[src/ata_wr_pkg.sv]
// Constants for the task-file write command interpreter: register offsets on the
// AHB-Lite slave, opcodes, status and error bit positions, and timing figures.
// Assumes a 100 MHz clock; all users name constants as ata_wr_pkg::name.
// Contract
// Extended DMA write moves 1 to 65536 sectors; zero count means 65536.
// DMA write sets busy first, then may raise data request and drop busy.
// DMA request stays high while the device can accept write data.
// Host acknowledges and strobes one 16-bit word per write pulse, 512 bytes/sector.
// DMA write interrupts only at full completion or unrecoverable error.
// Successful DMA write leaves last written sector address in task file.
// Failed DMA write stops at failing sector and reports its address.
// DMA write aborts when 8-bit transfer mode is enabled.
// Opcode 35h is the 48-bit DMA write.
// Opcode C5h is multiple write; busy set within 400 ns.
// Multiple write moves a block without interrupts; data request per block.
// Count is sectors; full blocks then one partial block of the remainder.
// Multiple write aborts if block size unset or multiple writes disabled.
// Multiple write error posted after block; ends at failing sector.
// Multiple write interrupts whenever data request rises at block start.
// After multiple write error, address is failing sector, count is residual.
// Only block size one is supported and reported in identify data.
// Opcode 39h needs LBA, 48-bit address and 16-bit count.
// High-order byte select reads previous byte; any task-file access clears it.
// Extended multiple write error reports 48-bit address and 16-bit residual.
// Device select reads ones in bits 7..5, drive in bit 4; here only after a command other than C5h, as written after reset or C5h.
// Sector write raises data request and drops busy without first interrupt.
package ata_wr_pkg;

  // Register byte offsets, all one aligned word each
  localparam logic [5:0] A_DATA = 6'h00;
  localparam logic [5:0] A_FEAT = 6'h04;
  localparam logic [5:0] A_CNT = 6'h08;
  localparam logic [5:0] A_LBAL = 6'h0C;
  localparam logic [5:0] A_LBAM = 6'h10;
  localparam logic [5:0] A_LBAH = 6'h14;
  localparam logic [5:0] A_DEVSEL = 6'h18;
  localparam logic [5:0] A_CMD = 6'h1C;
  localparam logic [5:0] A_DEVCTL = 6'h20;
  localparam logic [5:0] A_CFG = 6'h24;
  localparam logic [5:0] A_IDENT = 6'h28;
  localparam logic [5:0] A_ALTSTAT = 6'h2C;

  localparam logic [7:0] OP_WR_DMA_EXT = 8'h35;
  localparam logic [7:0] OP_WR_MULT = 8'hC5;
  localparam logic [7:0] OP_WR_MULT_EXT = 8'h39;

  localparam int ST_BSY = 7;
  localparam int ST_DRDY = 6;
  localparam int ST_DRQ = 3;
  localparam int ST_ERR = 0;
  localparam int ER_ABRT = 2;
  localparam int ER_MEDIA = 6;
  localparam int HOB_BIT = 7;
  localparam int DEV_LBA_BIT = 6;
  localparam logic [2:0] DEVSEL_ONES = 3'h7;

  // Configuration bits
  localparam int CFG_EIGHT_BIT = 0;
  localparam int CFG_MULT_OFF = 1;
  localparam int CFG_MULT_SET = 2;
  localparam logic [2:0] CFG_RESET = 3'h0;

  localparam logic [15:0] MULT_MAX = 16'h0001;
  localparam int SECTOR_WORDS = 256;
  localparam logic [16:0] CNT28_ZERO = 17'h00100;
  localparam logic [16:0] CNT48_ZERO = 17'h10000;

  localparam int CLK_NS = 10;
  localparam int BSY_MAX_NS = 400;
  localparam int BSY_MAX_CYC = BSY_MAX_NS / CLK_NS;

endpackage : ata_wr_pkg

[src/ata_write_cmds.sv]
// Task-file write command interpreter: extended DMA write, multiple write and
// extended multiple write, with AHB-Lite register access and a media commit port.
// Assumes DMA pins synchronous to CLK and a media side that commits one sector per
// handshake and reads the sector buffer by word address while MEDIA_VALID is high.
//
// The register offsets and the AHB-Lite interface to the registers were left to the implementer.
`timescale 1ns/10ps
module ata_write_cmds #(
  parameter int MULT_BLOCK = 1,
  parameter int WORDS = ata_wr_pkg::SECTOR_WORDS
) (
  input wire logic CLK,
  input wire logic RST_B,
  input wire logic HSEL,
  input wire logic [31:0] HADDR,
  input wire logic [1:0] HTRANS,
  input wire logic HWRITE,
  input wire logic [2:0] HSIZE,
  input wire logic [31:0] HWDATA,
  input wire logic HREADY,
  output logic [31:0] HRDATA,
  output logic HREADYOUT,
  output logic HRESP,
  output logic DMARQ,
  input wire logic DMACK_B,
  input wire logic IOWR_B,
  input wire logic [15:0] DD,
  output logic INTRQ,
  output logic MEDIA_VALID,
  output logic [47:0] MEDIA_LBA,
  input wire logic MEDIA_READY,
  input wire logic MEDIA_FAIL,
  input wire logic [7:0] MEDIA_RADDR,
  output logic [15:0] MEDIA_RDATA
);

  // Block size above one would need per-block counting; not offered
  if (MULT_BLOCK != 1) begin : g_bad_block
    $error("only a multiple-write block size of one is supported");
  end
  if (WORDS != 256) begin : g_bad_words
    $error("sector must be 256 words");
  end
  if (ata_wr_pkg::BSY_MAX_CYC < 1) begin : g_bad_bsy
    $error("busy deadline shorter than one clock");
  end

  typedef enum logic [3:0] {
    S_IDLE = 4'b0001,
    S_SETUP = 4'b0010,
    S_XFER = 4'b0100,
    S_COMMIT = 4'b1000
  } state_t;

  typedef struct packed {
    state_t st;
    logic [7:0] cmd;
    logic ext;
    logic dma;
    logic [15:0] feat;
    logic [15:0] cnt;
    logic [15:0] lbal;
    logic [15:0] lbam;
    logic [15:0] lbah;
    logic [7:0] devsel;
    logic hob;
    logic [2:0] cfg;
    logic [7:0] err;
    logic bsy;
    logic drq;
    logic errst;
    logic intrq;
    logic [47:0] lba;
    logic [16:0] remain;
    logic [7:0] wcnt;
    logic iowr_q;
    logic mem_we;
    logic [7:0] mem_wa;
    logic [15:0] mem_wd;
    logic dph_v;
    logic dph_w;
    logic [5:0] dph_a;
    logic rd_ok;
    logic [31:0] rdata;
    logic media_v;
  } regs_t;

  regs_t r_reg;
  regs_t r_next;
  logic hready_int;
  logic word_strobe;
  logic [15:0] word_data;
  logic [47:0] tf_lba;

  // Task-file image {high, mid, low} of an address, previous byte in [15:8]
  function automatic logic [47:0] pack_lba(input logic ext, input logic [47:0] a);
    if (ext) begin
      pack_lba = {a[47:40], a[23:16], a[39:32], a[15:8], a[31:24], a[7:0]};
    end else begin
      pack_lba = {8'h00, a[23:16], 8'h00, a[15:8], 8'h00, a[7:0]};
    end
  endfunction : pack_lba

  function automatic logic [7:0] pick(input logic hob, input logic [15:0] f);
    pick = hob ? f[15:8] : f[7:0];
  endfunction : pick

  sector_buffer #(
    .WIDTH(16),
    .DEPTH(WORDS),
    .AW(8)
  ) u_buf (
    .clk(CLK),
    .wr_en(r_reg.mem_we),
    .wr_addr(r_reg.mem_wa),
    .wr_data(r_reg.mem_wd),
    .rd_addr(MEDIA_RADDR),
    .rd_data(MEDIA_RDATA)
  );

  // Reads take one wait state so a write just ahead is always visible
  assign hready_int = !(r_reg.dph_v && !r_reg.dph_w && !r_reg.rd_ok);
  assign HREADYOUT = hready_int;
  assign HRESP = 1'b0;
  assign HRDATA = r_reg.rdata;
  assign DMARQ = (r_reg.st == S_XFER) && r_reg.dma;
  assign INTRQ = r_reg.intrq;
  assign MEDIA_VALID = r_reg.media_v;
  assign MEDIA_LBA = r_reg.lba;

  always_comb begin
    word_strobe = 1'b0;
    word_data = DD;
    if (r_reg.st == S_XFER) begin
      if (r_reg.dma) begin
        // Falling edge of the write strobe under acknowledge is one word
        word_strobe = !DMACK_B && r_reg.iowr_q && !IOWR_B;
      end else if (r_reg.dph_v && r_reg.dph_w && r_reg.dph_a == ata_wr_pkg::A_DATA) begin
        word_strobe = 1'b1;
        word_data = HWDATA[15:0];
      end
    end
  end

  always_comb begin
    r_next = r_reg;
    tf_lba = pack_lba(r_reg.ext, r_reg.lba);
    r_next.iowr_q = IOWR_B;
    r_next.mem_we = 1'b0;

    // Address phase
    if (HREADY) begin
      r_next.dph_v = HSEL && HTRANS[1] && (HADDR[31:6] == 26'h0);
      r_next.dph_w = HWRITE;
      r_next.dph_a = HADDR[5:0];
      r_next.rd_ok = 1'b0;
    end

    // Read data phase, with its side effects
    if (r_reg.dph_v && !r_reg.dph_w && !r_reg.rd_ok) begin
      r_next.rd_ok = 1'b1;
      r_next.rdata = 32'h0000_0000;
      case (r_reg.dph_a)
        ata_wr_pkg::A_FEAT: r_next.rdata[7:0] = r_reg.err;
        ata_wr_pkg::A_CNT: r_next.rdata[7:0] = pick(r_reg.hob, r_reg.cnt);
        ata_wr_pkg::A_LBAL: r_next.rdata[7:0] = pick(r_reg.hob, r_reg.lbal);
        ata_wr_pkg::A_LBAM: r_next.rdata[7:0] = pick(r_reg.hob, r_reg.lbam);
        ata_wr_pkg::A_LBAH: r_next.rdata[7:0] = pick(r_reg.hob, r_reg.lbah);
        ata_wr_pkg::A_DEVSEL: begin
          if (r_reg.ext) begin
            r_next.rdata[7:0] = {ata_wr_pkg::DEVSEL_ONES, r_reg.devsel[4:0]};
          end else begin
            r_next.rdata[7:0] = r_reg.devsel;
          end
        end
        ata_wr_pkg::A_CMD, ata_wr_pkg::A_ALTSTAT: begin
          r_next.rdata[ata_wr_pkg::ST_BSY] = r_reg.bsy;
          r_next.rdata[ata_wr_pkg::ST_DRDY] = 1'b1;
          r_next.rdata[ata_wr_pkg::ST_DRQ] = r_reg.drq;
          r_next.rdata[ata_wr_pkg::ST_ERR] = r_reg.errst;
        end
        ata_wr_pkg::A_DEVCTL: r_next.rdata[ata_wr_pkg::HOB_BIT] = r_reg.hob;
        ata_wr_pkg::A_CFG: r_next.rdata[2:0] = r_reg.cfg;
        ata_wr_pkg::A_IDENT: r_next.rdata[15:0] = ata_wr_pkg::MULT_MAX;
        default: r_next.rdata = 32'h0000_0000;
      endcase
      if (r_reg.dph_a <= ata_wr_pkg::A_CMD) begin
        r_next.hob = 1'b0;
      end
      // Reading the primary status acknowledges the interrupt
      if (r_reg.dph_a == ata_wr_pkg::A_CMD) begin
        r_next.intrq = 1'b0;
      end
    end

    // Write data phase; task file is locked while a command runs
    if (r_reg.dph_v && r_reg.dph_w) begin
      if (r_reg.dph_a <= ata_wr_pkg::A_CMD) begin
        r_next.hob = 1'b0;
      end
      case (r_reg.dph_a)
        ata_wr_pkg::A_DEVCTL: r_next.hob = HWDATA[ata_wr_pkg::HOB_BIT];
        ata_wr_pkg::A_CFG: r_next.cfg = HWDATA[2:0];
        default: begin
          if (r_reg.st == S_IDLE) begin
            case (r_reg.dph_a)
              // Each 16-bit field shifts its current byte into the previous byte; device select is written whole
              ata_wr_pkg::A_FEAT: r_next.feat = {r_reg.feat[7:0], HWDATA[7:0]};
              ata_wr_pkg::A_CNT: r_next.cnt = {r_reg.cnt[7:0], HWDATA[7:0]};
              ata_wr_pkg::A_LBAL: r_next.lbal = {r_reg.lbal[7:0], HWDATA[7:0]};
              ata_wr_pkg::A_LBAM: r_next.lbam = {r_reg.lbam[7:0], HWDATA[7:0]};
              ata_wr_pkg::A_LBAH: r_next.lbah = {r_reg.lbah[7:0], HWDATA[7:0]};
              ata_wr_pkg::A_DEVSEL: r_next.devsel = HWDATA[7:0];
              ata_wr_pkg::A_CMD: begin
                r_next.cmd = HWDATA[7:0];
                r_next.st = S_SETUP;
                r_next.bsy = 1'b1;
                r_next.drq = 1'b0;
                r_next.errst = 1'b0;
                r_next.err = 8'h00;
                r_next.intrq = 1'b0;
              end
              default: r_next.st = r_reg.st;
            endcase
          end
        end
      endcase
    end

    case (r_reg.st)
      S_IDLE: r_next.media_v = 1'b0;
      S_SETUP: begin
        r_next.ext = (r_reg.cmd != ata_wr_pkg::OP_WR_MULT);
        r_next.dma = (r_reg.cmd == ata_wr_pkg::OP_WR_DMA_EXT);
        r_next.wcnt = 8'h00;
        if (r_reg.cmd == ata_wr_pkg::OP_WR_MULT) begin
          r_next.lba = {20'h00000, r_reg.devsel[3:0], r_reg.lbah[7:0], r_reg.lbam[7:0],
                        r_reg.lbal[7:0]};
          // Count is sectors; a block of one makes every block full
          r_next.remain = (r_reg.cnt[7:0] == 8'h00) ? ata_wr_pkg::CNT28_ZERO :
                          {9'h000, r_reg.cnt[7:0]};
        end else begin
          r_next.lba = {r_reg.lbah[15:8], r_reg.lbam[15:8], r_reg.lbal[15:8],
                        r_reg.lbah[7:0], r_reg.lbam[7:0], r_reg.lbal[7:0]};
          r_next.remain = (r_reg.cnt == 16'h0000) ? ata_wr_pkg::CNT48_ZERO :
                          {1'b0, r_reg.cnt};
        end
        if ((r_reg.cmd == ata_wr_pkg::OP_WR_DMA_EXT && r_reg.cfg[ata_wr_pkg::CFG_EIGHT_BIT])
            || ((r_reg.cmd == ata_wr_pkg::OP_WR_MULT
                 || r_reg.cmd == ata_wr_pkg::OP_WR_MULT_EXT)
                && (!r_reg.cfg[ata_wr_pkg::CFG_MULT_SET]
                    || r_reg.cfg[ata_wr_pkg::CFG_MULT_OFF]))
            || (r_reg.cmd == ata_wr_pkg::OP_WR_MULT && !r_reg.devsel[ata_wr_pkg::DEV_LBA_BIT])
            || (r_reg.cmd != ata_wr_pkg::OP_WR_MULT && r_reg.cmd != ata_wr_pkg::OP_WR_MULT_EXT
                && r_reg.cmd != ata_wr_pkg::OP_WR_DMA_EXT)) begin
          r_next.st = S_IDLE;
          r_next.bsy = 1'b0;
          r_next.errst = 1'b1;
          r_next.err[ata_wr_pkg::ER_ABRT] = 1'b1;
          r_next.intrq = 1'b1;
        end else begin
          r_next.st = S_XFER;
          r_next.bsy = 1'b0;
          r_next.drq = 1'b1;
          // Block start interrupt only for multiple writes
          r_next.intrq = (r_reg.cmd != ata_wr_pkg::OP_WR_DMA_EXT);
        end
      end
      S_XFER: begin
        if (word_strobe) begin
          r_next.mem_we = 1'b1;
          r_next.mem_wa = r_reg.wcnt;
          r_next.mem_wd = word_data;
          r_next.wcnt = r_reg.wcnt + 8'h01;
          if (r_reg.wcnt == 8'(WORDS - 1)) begin
            // No per-sector interrupt: busy covers the commit
            r_next.st = S_COMMIT;
            r_next.bsy = 1'b1;
            r_next.drq = 1'b0;
            r_next.media_v = 1'b1;
          end
        end
      end
      S_COMMIT: begin
        if (MEDIA_READY) begin
          r_next.media_v = 1'b0;
          if (MEDIA_FAIL) begin
            // Stop at the failing sector, report it, send nothing more
            r_next.st = S_IDLE;
            {r_next.lbah, r_next.lbam, r_next.lbal} = tf_lba;
            if (!r_reg.ext) begin
              r_next.devsel[3:0] = r_reg.lba[27:24];
            end
            if (!r_reg.dma) begin
              r_next.cnt = r_reg.remain[15:0];
            end
            r_next.bsy = 1'b0;
            r_next.errst = 1'b1;
            r_next.err[ata_wr_pkg::ER_MEDIA] = 1'b1;
            r_next.intrq = 1'b1;
          end else if (r_reg.remain == 17'h00001) begin
            r_next.st = S_IDLE;
            {r_next.lbah, r_next.lbam, r_next.lbal} = tf_lba;
            if (!r_reg.ext) begin
              r_next.devsel[3:0] = r_reg.lba[27:24];
            end
            r_next.cnt = 16'h0000;
            r_next.remain = 17'h00000;
            r_next.bsy = 1'b0;
            r_next.intrq = 1'b1;
          end else begin
            r_next.st = S_XFER;
            r_next.remain = r_reg.remain - 17'h00001;
            r_next.lba = r_reg.lba + 48'h1;
            r_next.wcnt = 8'h00;
            r_next.bsy = 1'b0;
            r_next.drq = 1'b1;
            r_next.intrq = !r_reg.dma;
          end
        end
      end
      default: begin
        r_next.st = S_IDLE;
        r_next.bsy = 1'b0;
        r_next.drq = 1'b0;
      end
    endcase
  end

  always_ff @(posedge CLK or negedge RST_B) begin
    if (!RST_B) begin
      r_reg <= '0;
      r_reg.st <= S_IDLE;
      r_reg.cfg <= ata_wr_pkg::CFG_RESET;
      r_reg.iowr_q <= 1'b1;
    end else begin
      r_reg <= r_next;
    end
  end

endmodule : ata_write_cmds

[src/sector_buffer.sv]
// One-sector word buffer between the host data port and the media.
// Assumes one writer and one reader that never overlap within a sector.
`timescale 1ns/10ps
module sector_buffer #(
  parameter int WIDTH = 16,
  parameter int DEPTH = 256,
  parameter int AW = 8
) (
  input wire logic clk,
  input wire logic wr_en,
  input wire logic [AW-1:0] wr_addr,
  input wire logic [WIDTH-1:0] wr_data,
  input wire logic [AW-1:0] rd_addr,
  output logic [WIDTH-1:0] rd_data
);

  logic [WIDTH-1:0] mem [DEPTH];

  if (DEPTH > (1 << AW)) begin : g_bad_depth
    $error("sector_buffer depth exceeds address range");
  end

  always_ff @(posedge clk) begin
    if (wr_en) begin
      mem[wr_addr] <= wr_data;
    end
    rd_data <= mem[rd_addr];
  end

endmodule : sector_buffer

[config.mk]
export PLATFORM = sky130hd
export DESIGN_NAME = ata_write_cmds
export DESIGN_NICKNAME = d
export VERILOG_FILES = /design/src/ata_wr_pkg.sv /design/src/ata_write_cmds.sv /design/src/sector_buffer.sv
export SDC_FILE = /design/constraint.sdc
export NUM_CORES = 2
export LEC_CHECK = 0
export BUFFER_PORTS_ARGS = -buffer_cell sky130_fd_sc_hd__buf_2
export CAP_MARGIN = 20
export CORE_ASPECT_RATIO = 1.4
export CORE_MARGIN = 1.5
export CORE_UTILIZATION = 25
export CTS_BUF_LIST = sky130_fd_sc_hd__clkbuf_8
export DETAILED_ROUTE_END_ITERATION = 6
export PLACE_DENSITY = 0.39
export SKIP_CTS_REPAIR_TIMING = 1
export SLEW_MARGIN = 20
export SYNTH_ARGS = -nofsm -noshare
export SYNTH_HDL_FRONTEND = slang
export SYNTH_HIERARCHICAL = 1
export SYNTH_SLANG_ARGS = --single-unit
[constraint.sdc]
create_clock -name CLK -period 4.05 [get_ports CLK]
set_input_delay 0.81 -clock CLK [delete_from_list [all_inputs] [get_ports CLK]]
set_output_delay 0.81 -clock CLK [all_outputs]
set_load 0.01 [all_outputs]
Word-level counts from Yosys, hierarchy flattened. Memories as Yosys holds them, arrays and structs flattened. A register that Yosys moved wholly into a read port is not among the register bits. Cells that the tools add are included.

Flip-flop bits (word level): 213. Bits in writable memories: 4096. Output and inout bits: 101. Memories kept: 1.

Memories: u_buf.mem (words 256, bits a word 16, rd ports 1, clocked after memory_dff 1, write ports 1, line sector_buffer.sv:17) `logic [WIDTH-1:0] mem [DEPTH];`.

Add/sub/neg operators: 3. Order comparisons: 1. Eq/ne operators: 28. Muxes and demuxes: 94. Bitwise operators: 1. Reduce and logical (&&, ||, !) cells: 45.

Operators by type and width (number): 2-to-1 mux 64 bit (4); 2-to-1 mux 72 bit (2); one-hot mux 67 bit (2 select lines) (1); 2-to-1 mux 16 bit (7); 2-to-1 mux 48 bit (2); 2-to-1 mux 88 bit (1); 2-to-1 mux 77 bit (1); 2-to-1 mux 73 bit (1); 2-to-1 mux 8 bit (9); 2-to-1 mux 65 bit (1); 2-to-1 mux 25 bit (2); adder 48 x 1 -> 48 bit (second input constant) (1); 2-to-1 mux 12 bit (3); 2-to-1 mux 4 bit (9); 2-to-1 mux 17 bit (2); 2-to-1 mux 11 bit (3); 2-to-1 mux 33 bit (1); 2-to-1 mux 1 bit (28); logical NOT 26 bit (1); == test 6 x 5 -> 1 bit (second input constant) (4); == test 6 bit (second input constant) (4); one-hot mux 8 bit (3 select lines) (1); == test 17 x 1 -> 1 bit (second input constant) (1); subtractor 17 x 1 -> 17 bit (second input constant) (1); other kinds (39) (82).

Depth between registers and ports, before layout.
Depth in word-level cells: 13. Depth in mapped cells: 12. Mapped depth without buffers: 7.

By module. Netlist, hierarchy kept.

Modules (own cells, without submodules): sector_buffer (times used 1, cells each 7360, area each 158714.7 um^2); ata_write_cmds (times used 1, cells each 1394, area each 12398.1 um^2).

Worst setup path before layout. Ideal clock, no wire load.

Kind: flip-flop to flip-flop. Start: reg r_reg[42] (netlist bit). End: mem u_buf.mem[0][0], data pin. Arrival time: 3.183 ns. Slack: 0.063 ns. Stages on the path, launching flop included: 1. Path buffers: 0. Period minus slack after synthesis: 3.987 ns. Cells stage by stage: dfrtp_1.

RTL lines: start, declared (line ata_write_cmds.sv:88) `regs_t r_reg;`; start signal, assigned (line ata_write_cmds.sv:337) `r_reg <= r_next;`; end, declared (line sector_buffer.sv:17).

Straight into the memory's write port.

Worst setup path after layout.
Start: reg r_reg[41] (netlist bit). End: out HREADYOUT.

Longest elaborated chain between the ends: 3.

RTL lines: logical AND 1 bit (2 in series) (line ata_write_cmds.sv:122) `assign hready_int = !(r_reg.dph_v && !r_reg.dph_w && !r_reg.rd_ok);`; logical NOT 1 bit (line ata_write_cmds.sv:122); end, declared (line ata_write_cmds.sv:22) `output logic HREADYOUT,`.

No other way between the ends.

==> summary.txt <==
Final nets - 10100
Share of post-route cells with drive strength above 1 - 29.7%
Maximum clock path buffer count - 5
Sequential-to-total area share from yosys stat - 75.2%
Crit path max fanout - 11
Setup crit start kind - flip-flop
Dpl cells - 18300
Final clock skew - 0.0977 ns
Compound-Gate Fraction of Synth Area - 4.63%
Cts bufs inserted - 732
Syn Inst Count - 8754
Worst-Margin Slew - 1.37 ns
Port bufs - 157
Largest family of logic cells by synthesized area - multiplexers
Critical Path AT - 2.77 ns
Adder-Cell Fraction of Synth Area - 0.0292%
Critical path class - reg2out
Post-Synth Simple-Gate Area - 2.83%
Worst endpoint required time - 3.24 ns
Largest net degree at the start of global routing - 173
Total grt overflow - 0
Reg clk slew, reported paths - 0.05 ns
I/O pin count - 203
Final Wtd Congestion - 0.859
Clk_lat worst skew - 1.21 ns
Largest register FFs - 4096
Final Hold Viols - 0
Post-Route WL - 563 mm
Area of the multi-input gates - 39400 um2
Post-detail-place hpwl - 359 mm
Pwr Density - 431 nW/um2
Crit path capture type - output pin
Max H-tree Level - 6
Mean Syn Cell Area - 19.5 um2
Main synth FF type - edfxtp_1
Per-cell routed wire length - 28.7 um
Worst slack at placement - -0.488 ns
Pre-antenna DRT Iters - 6
Slew HR - 8.70%
Cell row count - 359
Cell area after synthesis - 171000 um2
Number of global-route vias before repair - 96400
Final setup violation count - 0
MaxCap Viol Count - 0
Fmax - 0.279 GHz
Status - completed
Slew Viols, Final - 0
Worst setup margin - 0.466 ns
Synth Warn # - 6
Area grow syn2layout - 18.2%
Clock sinks - 4325
Post-route DRC - 0
Core Footprint - 682000 um2
Antenna Nets Post-Route - 0
Via density - 4.66
CTS root buf - clkbuf_8
Post-synth EDFFs - 4096
Initial antenna violation count - 42
Fillers - 66900
TritonCTS clock tree - built
Die Span Y - 982 um
Starting DRC count in detailed routing - 7426
RSZ-0062 raised after global routing - false
Die X - 702 um
Die footprint - 689000 um2
Global Route Usage Sum - 16.1%
Crit path time final - 3.58 ns
Mux cell area share after synthesis - 15.1%
Non-Filler Instances - 19600
Fraction of registers with async set/reset - 4.92%
Register bit total from synthesis - 4325
Hold Path Class - in2reg
First-pass GRT wire length - 778 mm
Vias - 91400
FF+latch area - 129000 um2
Post-Synth XOR/XNOR Area - 0.0358%
Post-synthesis cell type count - 86
Pleak - 75.8 nW
Total negative setup slack - 0 ns
Starting density of the core - 25.1%
Final Cycle Share - 88.5%
VDD IR max - 0.255 mV
cell families after synthesis:
kind of cell | after synthesis
and+or+nand+nor | 1037
adders and majority gates | 4
muxes | 1569
xor gates and xnor gates | 7
AOI/OAI and AO/OA | 1161
other | 1
DFF | 4325
buffers and inverters | 650
path summary, 6_finish.rpt:
path / end / slack (ns) / cells after the start / from
setup / recovery: HREADYOUT / 0.47 / 5 / r_reg[41]
hold / removal: r_reg[43] / 0.03 / 3 / DD[1]
setup reg to reg: r_reg[52] / 0.72 / 5 / r_reg[38]
hold reg to reg: HRDATA[6] / 0.50 / 2 / HRDATA[6]
max in group asynchronous: r_reg[255] / 2.83 / 3 / RST_B
min in group asynchronous: MEDIA_LBA[21] / 0.15 / 2 / RST_B
Yosys cell counts, types with 10 or more instances:
cell type	n	area, um2
or2_2	10	62.6
nor4_1	44	275
a211oi_1	23	173
a31oi_1	17	106
nand3_1	93	465
o32ai_1	21	184
o31ai_1	19	143
buf_1	31	116
a21oi_1	219	1100
nand2b_1	10	62.6
nor3_1	119	596
a222oi_1	10	100
clkbuf_1	297	1110
and3_1	25	156
a22o_1	39	342
buf_8	11	165
nand2_1	230	863
buf_6	78	878
a221oi_1	37	324
mux4_2	797	17900
buf_2	91	455
a22oi_1	63	473
dfrtp_1	211	5280
mux2i_1	657	6580
mux2_2	115	1290
dfxtp_1	16	320
and4_1	10	87.6
edfxtp_1	4096	123000
o21ai_0	230	1150
o22ai_1	152	951
nand4_1	42	263
buf_4	108	811
nor2_1	383	1440
o221ai_1	253	2220
inv_1	28	105
nor2b_1	14	87.6
o311ai_0	13	114
per-layer routing:
metal	GRT usage, %	up-vias	routed length (um)
li1	-	38900	-
met1	19.1	48900	223000
met2	28.9	2655	294000
met3	2.29	941	23000
met4	6.79	4	24000
met5	0	-	26
power breakdown:
part / switching [W] / internal, W / total (W)
Sequential: 0.000126 / 0.0483 / 0.0485
Combinational: 0.00196 / 0.00119 / 0.00315
Clock: 0.0177 / 0.0179 / 0.0356
stage by stage:
stage	power [W]	area, um2	utilization (%)	hold WS (ns)
2_1_floorplan	0.0510	171000	-	0.448
3_3_place_gp	0.0526	189000	27.7	0.474
3_5_place_dp	0.0526	189000	27.7	0.483
4_1_cts	0.0886	202000	29.6	-0.510
5_1_grt	0.0903	202000	29.6	-0.00189
6_report	0.0872	202000	29.6	0.0319
layout make-up:
class                   count  area share [%]
diodes                     27          0.0334
clock buffers             754            5.13
clock inverters           505            1.17
inverters                  29          0.0600
multi-input cells        3803            19.5
flip-flops and latches   4325            63.6
well taps                9025            5.58
repair buffers           1139            4.89
cell usage in the layout, fill, tap and decap left out, types with 15 or more instances in the layout:
master / netlist / routed
a211oi_1: 23 / 23
a21oi_1: 219 / 217
a221oi_1: 37 / 37
a22o_1: 39 / 39
a22oi_1: 63 / 63
a31oi_1: 17 / 17
and3_1: 25 / 25
buf_12: 5 / 131
buf_2: 91 / 151
buf_4: 108 / 833
clkbuf_8: 0 / 754
clkinv_1: 0 / 156
clkinv_2: 0 / 79
clkinvlp_4: 0 / 15
conb_1: 1 / 25
dfrtp_1: 211 / 195
dfrtp_4: 0 / 16
dfxtp_1: 16 / 16
diode_2: 0 / 27
dlygate4sd3_1: 0 / 19
edfxtp_1: 4096 / 4096
inv_1: 28 / 265
mux2_2: 115 / 115
mux2i_1: 657 / 657
mux4_2: 797 / 797
nand2_1: 230 / 229
nand3_1: 93 / 84
nand4_1: 42 / 42
nor2_1: 383 / 210
nor2_2: 0 / 170
nor3_1: 119 / 116
nor4_1: 44 / 43
o21ai_0: 230 / 230
o221ai_1: 253 / 253
o22ai_1: 152 / 152
o31ai_1: 19 / 17
o32ai_1: 21 / 21
worst max-delay path, stage by stage, from the launching register on:
cell,delay [ns]
dfrtp_1,0.48
inv_1,0.13
nor3_1,0.20
buf_4,0.23
inv_1,0.29
buf_2,0.26
Note: power is estimated with default switching activity, not from simulation.
